### src/common/ccm_pkg.sv
// Notes on behaviour
// - 112 channels on a 7 by 16 grid
// - driver on only when row, column, read
// - each driver has a monitor, merged status
// - status tells none, one or several on
// - more than one on shows as fault
// - register test: address all ones with read
// - zero indicate: address all zeros, with or without read
// - bits 1-3 column, 4-7 row, 8 form
// - word and its complement pick same channel
// - top bit tells true or complemented form
package ccm_pkg;

    // command word layout
    localparam int CMD_W = 8;
    localparam int ADDR_W = 7;
    localparam int FORM_BIT = 7;
    localparam int COL_LSB = 0;
    localparam int COL_W = 3;
    localparam int ROW_LSB = 3;
    localparam int ROW_W = 4;

    // output grid
    localparam int N_COL = 7;
    localparam int N_ROW = 16;
    localparam int N_CHAN = 112;
    localparam int CNT_W = 7;

    // column code that reaches no channel; columns use codes 1..7
    localparam logic [COL_W-1:0] COL_UNUSED = 3'h0;
    localparam logic [COL_W-1:0] COL_FIRST = 3'h1;

    // reset values and self-test patterns
    localparam logic [CMD_W-1:0] ADDR_RESET = 8'h00;
    localparam logic [CMD_W-1:0] ADDR_ALL_ONES = 8'hff;
    localparam logic [CMD_W-1:0] ADDR_ALL_ZEROS = 8'h00;
    localparam logic [CNT_W-1:0] CNT_ZERO = 7'h00;
    localparam logic [CNT_W-1:0] CNT_ONE = 7'h01;

    // combined telemetry status
    typedef enum logic [1:0] {
        CCM_TLM_NONE = 2'b00,
        CCM_TLM_ONE = 2'b01,
        CCM_TLM_MULTI = 2'b10
    } ccm_tlm_t;

    // bring a complemented word back to true form
    function automatic logic [ADDR_W-1:0] ccm_normalize(input logic [CMD_W-1:0] word);
        ccm_normalize = word[FORM_BIT] ? ~word[ADDR_W-1:0] : word[ADDR_W-1:0];
    endfunction

    // one-hot decode of a 4-bit field, gated by an enable
    function automatic logic [N_ROW-1:0] ccm_row_decode(input logic [ROW_W-1:0] code,
                                                        input logic en);
        ccm_row_decode = '0;
        if (en) begin
            ccm_row_decode[code] = 1'b1;
        end
    endfunction

endpackage

### src/common/ccm_sel_if.sv
// row and column selects from the decoder to the output grid
interface ccm_sel_if;
    import ccm_pkg::*;

    logic [N_ROW-1:0] row_sel;
    logic [N_COL-1:0] col_sel;

    modport dec (
        output row_sel,
        output col_sel
    );

    modport mat (
        input row_sel,
        input col_sel
    );

endinterface

### src/design/ccm_decoder.sv
module ccm_decoder
    import ccm_pkg::*;
(
    // latched command and read
    input wire logic [ccm_pkg::CMD_W-1:0] addr,
    input wire logic read_cmd,
    // selects to the grid
    ccm_sel_if.dec sel
);

    import ccm_pkg::*;

    logic [ADDR_W-1:0] norm;
    logic [COL_W-1:0] col_code;
    logic [ROW_W-1:0] row_code;

    // complement words fold onto the same true address
    assign norm = ccm_normalize(addr);
    assign col_code = norm[COL_LSB +: COL_W];
    assign row_code = norm[ROW_LSB +: ROW_W];

    // nothing reaches the grid without read
    assign sel.row_sel = ccm_row_decode(row_code, read_cmd);

    genvar c;
    generate
        for (c = 0; c < N_COL; c++) begin : g_col
            assign sel.col_sel[c] = read_cmd &&
                (col_code == COL_W'(c + int'(COL_FIRST)));
        end
    endgenerate

endmodule // ccm_decoder

### src/design/ccm_output_matrix.sv
module ccm_output_matrix
    import ccm_pkg::*;
(
    // clock and reset
    input wire logic clock,
    input wire logic rst_n,
    // command from the computer data adapter
    input wire logic [ccm_pkg::CMD_W-1:0] cmd_word,
    input wire logic cmd_load,
    input wire logic read_cmd,
    input wire logic forced_reset,
    // output channels
    output logic [ccm_pkg::N_CHAN-1:0] channel_out,
    output logic [ccm_pkg::N_CHAN-1:0] channel_mon,
    // telemetry
    output ccm_pkg::ccm_tlm_t tlm_status,
    output logic [ccm_pkg::CNT_W-1:0] active_count,
    output logic reg_test,
    output logic zero_ind
);

    import ccm_pkg::*;

    // reset release synchroniser
    logic rst_meta_n;
    logic rst_sync_n;

    always_ff @(posedge clock or negedge rst_n) begin
        if (!rst_n) begin
            rst_meta_n <= 1'b0;
            rst_sync_n <= 1'b0;
        end else begin
            rst_meta_n <= 1'b1;
            rst_sync_n <= rst_meta_n;
        end
    end

    // pin synchronisers
    logic [CMD_W-1:0] word_meta;
    logic [CMD_W-1:0] word_sync;
    logic load_meta;
    logic load_sync;
    logic read_meta;
    logic read_sync;
    logic frst_meta;
    logic frst_sync;

    always_ff @(posedge clock or negedge rst_sync_n) begin
        if (!rst_sync_n) begin
            word_meta <= ADDR_RESET;
            word_sync <= ADDR_RESET;
            load_meta <= 1'b0;
            load_sync <= 1'b0;
            read_meta <= 1'b0;
            read_sync <= 1'b0;
            frst_meta <= 1'b0;
            frst_sync <= 1'b0;
        end else begin
            word_meta <= cmd_word;
            word_sync <= word_meta;
            load_meta <= cmd_load;
            load_sync <= load_meta;
            read_meta <= read_cmd;
            read_sync <= read_meta;
            frst_meta <= forced_reset;
            frst_sync <= frst_meta;
        end
    end

    // edge detection on the synchronised strobes
    logic load_prev;
    logic read_prev;
    logic load_rise;
    logic read_fall;

    always_ff @(posedge clock or negedge rst_sync_n) begin
        if (!rst_sync_n) begin
            load_prev <= 1'b0;
            read_prev <= 1'b0;
        end else begin
            load_prev <= load_sync;
            read_prev <= read_sync;
        end
    end

    assign load_rise = load_sync && !load_prev;
    assign read_fall = read_prev && !read_sync;

    // latched command address; cleared by forced reset or when read drops
    logic [CMD_W-1:0] addr;
    logic [CMD_W-1:0] next_addr;

    always_comb begin
        next_addr = addr;
        if (frst_sync || read_fall) begin
            next_addr = ADDR_RESET;
        end else if (load_rise && !read_sync) begin
            // a word is taken only while read is low
            next_addr = word_sync;
        end
    end

    always_ff @(posedge clock or negedge rst_sync_n) begin
        if (!rst_sync_n) begin
            addr <= ADDR_RESET;
        end else begin
            addr <= next_addr;
        end
    end

    // read qualifies decoding only while no forced reset is pending
    logic read_en;

    assign read_en = read_sync && !frst_sync;

    // row and column decode
    ccm_sel_if sel ();

    ccm_decoder u_decoder (
        .addr(addr),
        .read_cmd(read_en),
        .sel(sel.dec)
    );

    // coincidence grid: channel r*7+c is row r, column c
    genvar r;
    genvar c;
    generate
        for (r = 0; r < N_ROW; r++) begin : g_row
            for (c = 0; c < N_COL; c++) begin : g_col
                localparam int IDX = r * N_COL + c;
                always_ff @(posedge clock or negedge rst_sync_n) begin
                    if (!rst_sync_n) begin
                        channel_out[IDX] <= 1'b0;
                    end else begin
                        channel_out[IDX] <= sel.row_sel[r] && sel.col_sel[c];
                    end
                end
                always_ff @(posedge clock or negedge rst_sync_n) begin
                    if (!rst_sync_n) begin
                        channel_mon[IDX] <= 1'b0;
                    end else begin
                        channel_mon[IDX] <= sel.row_sel[r] && sel.col_sel[c];
                    end
                end
            end
        end
    endgenerate

    // count of monitor indications that are on
    function automatic logic [CNT_W-1:0] count_active(input logic [N_CHAN-1:0] v);
        logic [CNT_W-1:0] n;
        n = CNT_ZERO;
        for (int i = 0; i < N_CHAN; i++) begin
            n = n + CNT_W'(v[i]);
        end
        count_active = n;
    endfunction

    logic [CNT_W-1:0] next_count;

    assign next_count = count_active(channel_mon);

    always_ff @(posedge clock or negedge rst_sync_n) begin
        if (!rst_sync_n) begin
            active_count <= CNT_ZERO;
        end else begin
            active_count <= next_count;
        end
    end

    // merged telemetry status
    ccm_tlm_t next_tlm;

    always_comb begin
        if (next_count == CNT_ZERO) begin
            next_tlm = CCM_TLM_NONE;
        end else if (next_count == CNT_ONE) begin
            next_tlm = CCM_TLM_ONE;
        end else begin
            // several drivers at once is a fault and is reported, not hidden
            next_tlm = CCM_TLM_MULTI;
        end
    end

    always_ff @(posedge clock or negedge rst_sync_n) begin
        if (!rst_sync_n) begin
            tlm_status <= CCM_TLM_NONE;
        end else begin
            tlm_status <= next_tlm;
        end
    end

    // self-test outputs from the raw latched word
    always_ff @(posedge clock or negedge rst_sync_n) begin
        if (!rst_sync_n) begin
            reg_test <= 1'b0;
        end else begin
            reg_test <= (addr == ADDR_ALL_ONES) && read_en;
        end
    end

    always_ff @(posedge clock or negedge rst_sync_n) begin
        if (!rst_sync_n) begin
            zero_ind <= 1'b0;
        end else begin
            zero_ind <= (addr == ADDR_ALL_ZEROS);
        end
    end

endmodule // ccm_output_matrix

### config.mk
export PLATFORM = sky130hd
export DESIGN_NAME = ccm_output_matrix
export DESIGN_NICKNAME = d
export VERILOG_FILES = /design/src/common/ccm_pkg.sv /design/src/common/ccm_sel_if.sv /design/src/design/ccm_decoder.sv /design/src/design/ccm_output_matrix.sv
export SDC_FILE = /design/constraint.sdc
export NUM_CORES = 1
export LEC_CHECK = 0
export BUFFER_PORTS_ARGS = -buffer_cell sky130_fd_sc_hd__buf_2
export CORE_UTILIZATION = 53
export DETAILED_ROUTE_END_ITERATION = 8
export PLACE_DENSITY = 0.92
export SETUP_SLACK_MARGIN = 0.05
export SLEW_MARGIN = 15
export SYNTH_ARGS = -nofsm -noshare
export SYNTH_HDL_FRONTEND = slang
export SYNTH_SLANG_ARGS = --single-unit
### constraint.sdc
create_clock -name clock -period 5.7 [get_ports clock]
set_input_delay 1.14 -clock clock [delete_from_list [all_inputs] [get_ports clock]]
set_output_delay 1.14 -clock clock [all_outputs]
set_load 0.01 [all_outputs]
# Word level (Yosys, flattened, before mapping)

Cells that the tools add are included.

Logic and storage cells: 392
Register bits after elaboration: 157
Input port bits: 13
Output and inout bits: 235

Equal/unequal tests: 9
Add/subtract/negate cells: 111
Mux-type cells: 8
Reductions and logical operators: 132
Bitwise operators: 1
Magnitude comparators: 2

Operator list:

| cell                                                                                | count |
|---|---|
| 7-bit by 1-bit adder with 7-bit output                                              | 110 |
| 1-bit logical AND                                                                   | 125 |
| 16-bit 2-to-1 mux                                                                   | 1 |
| 8-bit 2-to-1 mux                                                                    | 2 |
| 3-bit equality test, second input constant                                          | 4 |
| 8-bit equality test, second input constant                                          | 1 |
| 8-bit zero test                                                                     | 1 |
| 7-bit by 1-bit equality test with 1-bit output, second input constant               | 1 |
| 7-bit zero test                                                                     | 1 |
| 7-bit 2-to-1 mux                                                                    | 1 |
| 7-bit inverter                                                                      | 1 |
| 3-bit by 2-bit equality test with 1-bit output, second input constant               | 2 |
| 4-bit by 5-bit < comparator with 1-bit output, second input constant                | 1 |
| 1-bit demux with 4-bit select                                                       | 1 |
| 4-bit by 1-bit greater-or-equal comparator with 1-bit output, second input constant | 1 |
| 2-bit 2-to-1 mux                                                                    | 2 |
| 3-bit by 1-bit equality test with 1-bit output, second input constant               | 1 |
| 1-bit zero test                                                                     | 3 |
| 1-bit by 1-bit adder with 2-bit output                                              | 1 |
| 2-bit nonzero test                                                                  | 1 |
| 1-bit logical OR                                                                    | 1 |
| 1-bit 2-to-1 mux                                                                    | 1 |

# Longest topological paths before layout

Gate-level depths: netlist (run 1).

Word-level depth: 114
Mapped depth: 23
Mapped depth without buffers: 23

# By module

From an unflattened synthesis (run 1), not the netlist that was laid out.

Cells, all modules: 780
Area, all modules: 9,146.3 um^2

By module, submodules not included:

| module            | area each (um^2) | instances | sequential area each (um^2) | cells an instance |
|---|---|---|---|---|
| ccm_output_matrix | 8,718.4          | 1         | 3,928.8                     | 725 |
| ccm_decoder       | 427.9            | 1         | 0.0                         | 55 |

# Least setup slack after synthesis (run 1)

OpenSTA, ideal clock, no wires.

Path type: reg-to-reg
From: register channel_mon[34] in the netlist's numbering
To: register tlm_status[0]
Path buffers: 0
Period minus slack after synthesis: 6,562 ps
Data required time: 5,632 ps
Arrival: 6,494 ps
Setup time: 68 ps
Setup slack: -862 ps
Cell stages (with the launch flop): 24
Cells stage by stage: dfrtp_1 > fa_1 > inv_1 > fa_1 > inv_1 > fa_1 > inv_1 > fa_1 > inv_1 > fa_1 > inv_1 > fa_1 > fa_1 > fa_1 > fa_1 > inv_1 > fa_1 > inv_1 > fa_1 > nand2b_1 > a21oi_1 > or2_2 > a21oi_1 > and4b_1

Cells in the longest elaborated chain, start to end: 81
Elaborated cells on any way between the ends: 82
Those cells by class: add/sub (78); eq/ne (1); mux (2); reduce/logical (1)

Ends and longest elaborated chain:

| item                                                      | line                     | source |
|---|---|---|
| start: declaration                                        | ccm_output_matrix.sv:14  | `output logic [ccm_pkg::N_CHAN-1:0] channel_mon,` |
| start signal: indexed assignment                          | ccm_output_matrix.sv:143 | `channel_mon[IDX] <= sel.row_sel[r] && sel.col_sel[c];` |
| 7-bit by 1-bit adder with 7-bit output (*) (78 in series) | ccm_output_matrix.sv:155 | `n = n + CNT_W'(v[i]);` |
| 7-bit by 1-bit equality test with 1-bit output            | ccm_output_matrix.sv:178 | `end else if (next_count == CNT_ONE) begin` |
| 2-bit 2-to-1 mux                                          | ccm_output_matrix.sv:178 |  |
| 2-bit 2-to-1 mux (*)                                      | ccm_output_matrix.sv:176 | `if (next_count == CNT_ZERO) begin` |
| via next_tlm[0]                                           | ccm_output_matrix.sv:173 | `ccm_tlm_t next_tlm;` |
| end signal: assignment                                    | ccm_output_matrix.sv:190 | `tlm_status <= next_tlm;` |
| end: declaration                                          | ccm_output_matrix.sv:16  | `output ccm_pkg::ccm_tlm_t tlm_status,` |

The timed path passes the listed nets; every way through them passes the cells marked *.
A chain may end at the register's enable or synchronous reset.

# Final worst setup path (run 1)

Ends and elaborated chain as after synthesis.

==> impl_results.md, run 1 <==
* Outcome: finished with violations
* Failing checks: negative setup slack
* WS Path Type: reg -> reg
* Crit end category: flop
* P&R area growth vs syn at 23.6%
* Worst-Skew Late Latency at approximately 0.45 ns
* Met2 GRT Util at 0.490
* Avg Inst Size Synth at between 10 and 15 µm²
* Total Routing Usage GR at 0.299
* Post-synthesis cell count at roughly 790
* N_diodes at 0
* Slew Viols, Final at 0
* Non-Filler Instances at around 1200
* Cell variety after synth at 34
* Worst path slowest cell: fa_1
* Total number of vias at 6390
* Met3 usage at 0.0771
* Cell row count at 46
* Final Hold Violating Endpoints at 0
* PwrDens at around 220 nW/µm²
* Width of the die at roughly 130 µm
* Slew @ Worst Pin at a little over 1 ns
* IO Count at roughly 250
* Nets at 1150
* Clock skew at ~0.016 ns
* Most frequent cells in the layout: buf_2, inv_1, dfrtp_1, nor2_1, fa_1
* Min-Delay Path Class: reg -> reg
* DP HPWL at approximately 17000 µm
* Cells along the critical path: fa_1, inv_2, fa_1, inv_2, fa_2, inv_2, fa_1, inv_2, fa_1, inv_2, fa_1, fa_1, fa_1, fa_1, inv_1, fa_2, inv_2, fa_2, nand2b_4, a21oi_4, or2_4, a21oi_2, and4b_1
* Cts bufs inserted at 17
* Synth Flop Type: dfrtp_1
* Routed wire length at around 24000 µm
* Setup ws final at -0.989 ns
* Number of max-cap violations at 0
* Final setup violation count at 9
* Clk buf depth at 2
* First-pass GRT wire length at between 30000 and 40000 µm
* CTS Root Cell: clkbuf_16
* Die Y at around 130 µm
* H-tree depth at 4
* Peak supply drop at 260 µV
* GP Congestion at about 0.9
* Largest net degree at the start of global routing at 84
* DR iter-0 viols at between 500 and 600
* Flops & latches, synth at ~160
* Finished Core Util at 0.674
* CP Data Required Time at 6.08 ns
* IO buf count at approximately 250
* Hold buffers post-CTS at 0
* Vias in the first global route at approximately 6600
* DR DRC count at 0
* Register area share after synthesis at 0.450
* Unrepaired setup endpoints after global routing: true
* CP max FO at 4
* CTS tree: done
* Vias per cell at just over 5
* Most frequent CP cell: fa_1
* Core Area at between 15000 and 20000 µm²
* Die area at about 17000 µm²
* DR WL/cell at ~19 µm
* Post-route ant nets at 0
* Clock Sinks at approximately 160
* Initial Util at 0.545
* TritonRoute pass-1 iters at 5
* Fin crit share at 1.17
* Routing usage on met1 at 0.352
* Max Clock Freq at approximately 0.15 GHz
* Slew margin rel. at 0.307
* Fraction of layout cells with a size suffix above 1 at 0.397
* Grt peak-use layer: met2
* Leakage power at 6.09 nW
* Cell area after synthesis at between 8000 and 9000 µm²
* Synth warnings at 0
* GR Overflow Total at 0
* EDFF count, synth at 0
* Net Count, Synth at about 920
* Clk slew on worst S/H paths at roughly 0.07 ns
* Placed insts at between 1000 and 1500
* Critical Path AT at approximately 7.1 ns
* Pre-CTS setup slack at -0.977 ns
* Tmin final at ~6.7 ns
* Startpoint Class: flop
* Max stage delay on crit path at around 0.57 ns
* Ys async rst share at 1.00
* Antenna violations before repair at 0
* Most common cell after layout, fill and taps aside: buf_2
==> per-stage QoR <==
step / TNS (ns) / instance area (µm²) / hold WS (ns) / total power [W]
global placement: -4.81 / 10000 / 0.332 / 0.00119
CTS: -5.83 / 10700 / 0.353 / 0.00236
detailed placement: -5.99 / 10000 / 0.335 / 0.00120
floorplan: -3.51 / 8760 / 0.331 / 0.00118
global route: -7.69 / 10800 / 0.360 / 0.00242
finish: -6.34 / 10800 / 0.350 / 0.00235
==> cell families (layout without fill, tap and decap cells) <==
| family | after synthesis | in the layout | synth area share |
|---|---|---|---|
| simple gates | 178 | 178 | 0.0846 |
| fa+ha+maj | 120 | 120 | 0.258 |
| buf+inv | 289 | 534 | 0.173 |
| flops | 157 | 157 | 0.450 |
| compound gates | 33 | 33 | 0.0267 |
| other cells | 1 | 1 | 0.000430 |
| xor+xnor | 7 | 7 | 0.00703 |
==> critical path, delay by kind of cell (launching register included) <==
kind,cells,cell delay [ns]
AO/OA/AOI/OAI,2,0.19
flip-flops,1,0.41
buffers and inverters,7,0.34
AND/OR/NAND/NOR,3,0.58
adder cells (fa/ha/maj),11,5.11
==> flip-flops by register name (all words and copies together), names as in the netlist <==
register / cells
read_meta: 1
channel_out: 21
addr: 8
read_prev: 1
load_sync: 1
tlm_status: 2
read_sync: 1
frst_sync: 1
load_prev: 1
channel_mon: 91
rst_sync_n: 1
word_sync: 8
load_meta: 1
rst_meta_n: 1
word_meta: 8
active_count: 7
reg_test: 1
zero_ind: 1
frst_meta: 1
==> power breakdown <==
part,switching [W],internal (W)
combinational,0.0000250,0.00000882
clock,0.000574,0.000604
sequential,0.0000163,0.00112
==> synth_stat cells (7+ instances only) <==
cell | number | area share
fa_1 | 100 | 0.23
nand2_1 | 28 | 0.012
a21oi_1 | 9 | 0.0052
o22ai_1 | 8 | 0.0057
inv_1 | 165 | 0.071
nor2_1 | 120 | 0.052
dfrtp_1 | 157 | 0.45
ha_1 | 20 | 0.029
nand2b_1 | 7 | 0.0050
buf_4 | 112 | 0.096
clkbuf_1 | 7 | 0.0030
a22o_1 | 8 | 0.0080
==> per-layer routing <==
metal  share of wire  up-vias
li1                -     2666
met1            0.36     3190
met2            0.51      419
met3           0.078      115
met4           0.057        0
met5               0        -
==> final timing paths <==
path / from / to / slack [ns] / depth (start not counted)
hold / removal: word_meta[0]$_DFF_PN0_ / word_sync[0]$_DFF_PN0_ / 0.35 / 0
setup / recovery: channel_mon[34]$_DFF_PN0_ / tlm_status[0]$_DFF_PN0_ / -0.99 / 23
max in group asynchronous: rst_sync_n$_DFF_PN0_ / channel_mon[104]$_DFF_PN0_ / 3.67 / 1
min in group asynchronous: rst_n / rst_sync_n$_DFF_PN0_ / 0.46 / 1
setup reg to reg: channel_mon[34]$_DFF_PN0_ / tlm_status[0]$_DFF_PN0_ / -0.99 / 23
hold reg to reg: word_meta[0]$_DFF_PN0_ / word_sync[0]$_DFF_PN0_ / 0.35 / 0
==> timing repair <==
action                                  CTS  global route
gates resized for setup                  19             7
setup buffers                             3             4
endpoints found under the setup margin    9             9
pin swaps                                15             3
==> area by class of cell <==
cell class / instances / area, µm²
fill: 1073 / 5220
clock inverter: 15 / 216
inverter: 166 / 623
clock buffer: 17 / 425
tap: 216 / 270
timing repair buffer: 336 / 1910
sequential: 157 / 3930
multi-input combinational: 339 / 3400
No activity file was read; power rests on OpenSTA's default activity.
==> inputs of run 2 (changes only) <==
Settings changed: ABC_AREA from default to 1, SLEW_MARGIN 15 to 20.
==> run 2 against run 1 <==
Effect of this change:
- the run still ends with negative setup slack left
- critical path type unchanged
- sequential power is essentially flat
- count of clock-buffer cells in the layout did not move
- critical endpoint is now tlm_status[1]$_DFF_PN0_
- combinational power rose by 39%
- hold slack worse by 0.016 ns
- wire length down 5.4%
- largest power group is now registers
- largest cell class unchanged
- sequential share of layout area is 0.18 points higher
- flip-flop and latch count unchanged
==> impl_results.md, run 2 <==
* Outcome: finished with violations
* Failing checks: negative setup slack
* CTS tree: done
* DR WL/cell at ~18 µm
* Yosys top cell area share at 0.444
* Hold buffers post-CTS at 0
* IO buf count at 247
* Most frequent cells in the layout: buf_2, inv_1, dfrtp_1, nor2_1, fa_1
* First-pass GRT wire length at between 30000 and 40000 µm
* Setup ws final at -0.782 ns
* Cell variety after synth at 29
* TritonRoute pass-1 iters at 5
* DP HPWL at ~16000 µm
* Die area at 17200 µm²
* Total Routing Usage GR at 0.275
* Hold slack at 0.334 ns
* Commonest cells in the netlist: inv_1, dfrtp_1, nor2_1, buf_4, fa_1
* Synth warnings at 0
* Vias in the first global route at 6769
* GP Congestion at ~0.9
* Vias per cell at 4.91
* Nets at 1175
* Number of max-cap violations at 0
* Most common cell after layout, fill and taps aside: buf_2
* Routed wire length at between 20000 and 25000 µm
* Largest net degree at the start of global routing at 65
* Unrepaired setup endpoints after global routing: true
* Met3 WL at between 1500 and 2000 µm
* Initial Util at 0.550
* Die Y at 131 µm
* Top flop regs: channel_mon: 91 flops, channel_out: 21 flops
* Width of the die at around 130 µm
* Leading area contributor after synthesis: dfrtp_1
* Min-Delay Path Class: reg -> async
* Ys async rst share at 1.00
* EDFF count, synth at 0
* Clock skew at ~0.012 ns
* Placed instance area at slightly above 10000 µm²
* CP Data Required Time at ~6 ns
* Biggest register: channel_mon
* Post-synthesis cell count at ~810
* Slew @ Worst Pin at between 0.8 and 0.9 ns
* Setup TNS at -5.35 ns
* Most common cell in the netlist: inv_1
* DR iter-0 viols at between 400 and 500
* Highest Signal Layer: met4
* CTS Root Cell: clkbuf_16
* Critical Path AT at about 6.8 ns
* Post-route ant nets at 0
* Fraction of layout cells with a size suffix above 1 at 0.391
* Synth Flop Type: dfrtp_1
* Core Area at around 16000 µm²
* Net Count, Synth at ~950
* Peak supply drop at approximately 220 µV
* Final Hold Violating Endpoints at 0
* PwrDens at roughly 210 nW/µm²
* Top cells by area, synth: dfrtp_1, fa_1, buf_4
* CP max FO at 2
* P&R area growth vs syn at 21.4%
* Final setup violation count at 9
* FILL cells at ~1100
* Cell area after synthesis at 8840 µm²
* Cell row count at 46
* Antenna violations before repair at 0
* Wire length on met2 at roughly 12000 µm
* Cts bufs inserted at 17
* Startpoint Class: flop
* Avg Inst Size Synth at between 10 and 15 µm²
* Register area share after synthesis at 0.444
* Max Clock Freq at 0.154 GHz
* Slew margin rel. at 0.458
* Clk buf depth at 2
* Max reg flops at between 90 and 100
* WS Path Type: reg -> reg
* Slew Viols, Final at 0
* Leakage power at between 6 and 7 nW
* GR Overflow Total at 0
* Tmin final at 6.48 ns
* DR DRC count at 0
* Finished Core Util at 0.668
* Finished Cell Area at 10700 µm²
* Clock Sinks at ~160
* Worst-Skew Late Latency at 0.44 ns
* H-tree depth at 4
* Total number of vias at approximately 6200
* IO Count at around 250
* Flops & latches, synth at ~160
* Clk slew on worst S/H paths at 0.07 ns
* Crit end category: flop
* N_diodes at 0
* Metal-1 WL at 7630 µm
* Fin crit share at 1.14
[run 2: cell types whose count changed after synthesis, sizes merged, moves of 4 or more]
cell    before  now
nor2       120  129
a22o         8    0
nand4        0    4
inv        166  200
buf        116  120
nand2       30   46
nand2b       7    0
a21oi       11    2
clkbuf       7    0
[run 2: through the flow]
step | setup WS (ns) | instances | total power, W
after floorplan | -0.493 | 812 | 0.00119
after global placement | -0.651 | 1234 | 0.00120
after detailed placement | -0.729 | 1234 | 0.00121
after CTS | -0.761 | 1266 | 0.00230
after global routing | -0.999 | 1270 | 0.00236
final | -0.782 | 1270 | 0.00229
[run 2: per-layer routing]
| metal | GRT usage | vias up |
|---|---|---|
| li1 | - | 2675 |
| met1 | 0.297 | 3077 |
| met2 | 0.477 | 364 |
| met3 | 0.0710 | 118 |
| met4 | 0.181 | 0 |
| met5 | 0 | - |
[run 2: area by class of cell]
| type | instances | area [µm²] | share of cell area |
|---|---|---|---|
| sequential | 157 | 3930 | 0.367 |
| multi-input combinational | 335 | 3330 | 0.311 |
| timing repair buffer | 331 | 1870 | 0.174 |
| inverter | 200 | 751 | 0.0700 |
| clock buffer | 17 | 425 | 0.0397 |
| tap | 216 | 270 | 0.0252 |
| clock inverter | 14 | 145 | 0.0135 |
[run 2: critical path, stage by stage, from the launching register on]
cell	delay, ns
dfrtp_1	0.41
fa_1	0.53
inv_1	0.05
fa_1	0.53
inv_2	0.05
fa_2	0.54
inv_2	0.04
fa_1	0.48
inv_2	0.05
fa_1	0.48
inv_1	0.05
fa_1	0.52
fa_1	0.44
fa_1	0.51
fa_1	0.40
inv_1	0.08
fa_2	0.21
inv_2	0.04
fa_2	0.37
inv_2	0.07
nand3_2	0.06
nand2_1	0.07
nand2_1	0.06
nand2_2	0.08
nand3_2	0.08
nor2_1	0.09
nand2_1	0.05
[run 2: kinds of logic (layout without fill, tap and decap cells)]
logic type	Yosys count	count (layout)	share of synthesized area
compound gates	11	11	0.00736
xor+xnor	7	7	0.0137
fa+ha+maj	120	120	0.255
buf+inv	320	562	0.186
flops	157	157	0.444
other cells	1	1	0.000424
simple gates	196	196	0.0933
[run 2: report_power, final]
| group | internal (W) | switching (W) | total (W) |
|---|---|---|---|
| clock network | 0.000616 | 0.000495 | 0.00111 |
| logic | 0.0000123 | 0.0000348 | 0.0000471 |
| registers | 0.00113 | 0.0000109 | 0.00114 |
[run 2: worst paths after layout]
check,startpoint,endpoint,slack [ns],depth (start not counted)
worst max-delay path,channel_mon[34]$_DFF_PN0_,tlm_status[1]$_DFF_PN0_,-0.78,26
worst min-delay path,rst_sync_n$_DFF_PN0_,read_sync$_DFF_PN0_,0.33,0
worst max register to register,channel_mon[34]$_DFF_PN0_,tlm_status[1]$_DFF_PN0_,-0.78,26
worst min register to register,rst_sync_n$_DFF_PN0_,read_sync$_DFF_PN0_,0.33,0
max in group asynchronous,rst_sync_n$_DFF_PN0_,channel_mon[54]$_DFF_PN0_,4.10,1
min in group clock,word_meta[5]$_DFF_PN0_,word_sync[5]$_DFF_PN0_,0.35,0
[run 2: repair_timing]
| action | in CTS | in global routing |
|---|---|---|
| setup buffers | 2 | 4 |
| resized for setup | 4 | 19 |
| endpoints found under the setup margin | 9 | 9 |
| pin swaps | 1 | 19 |
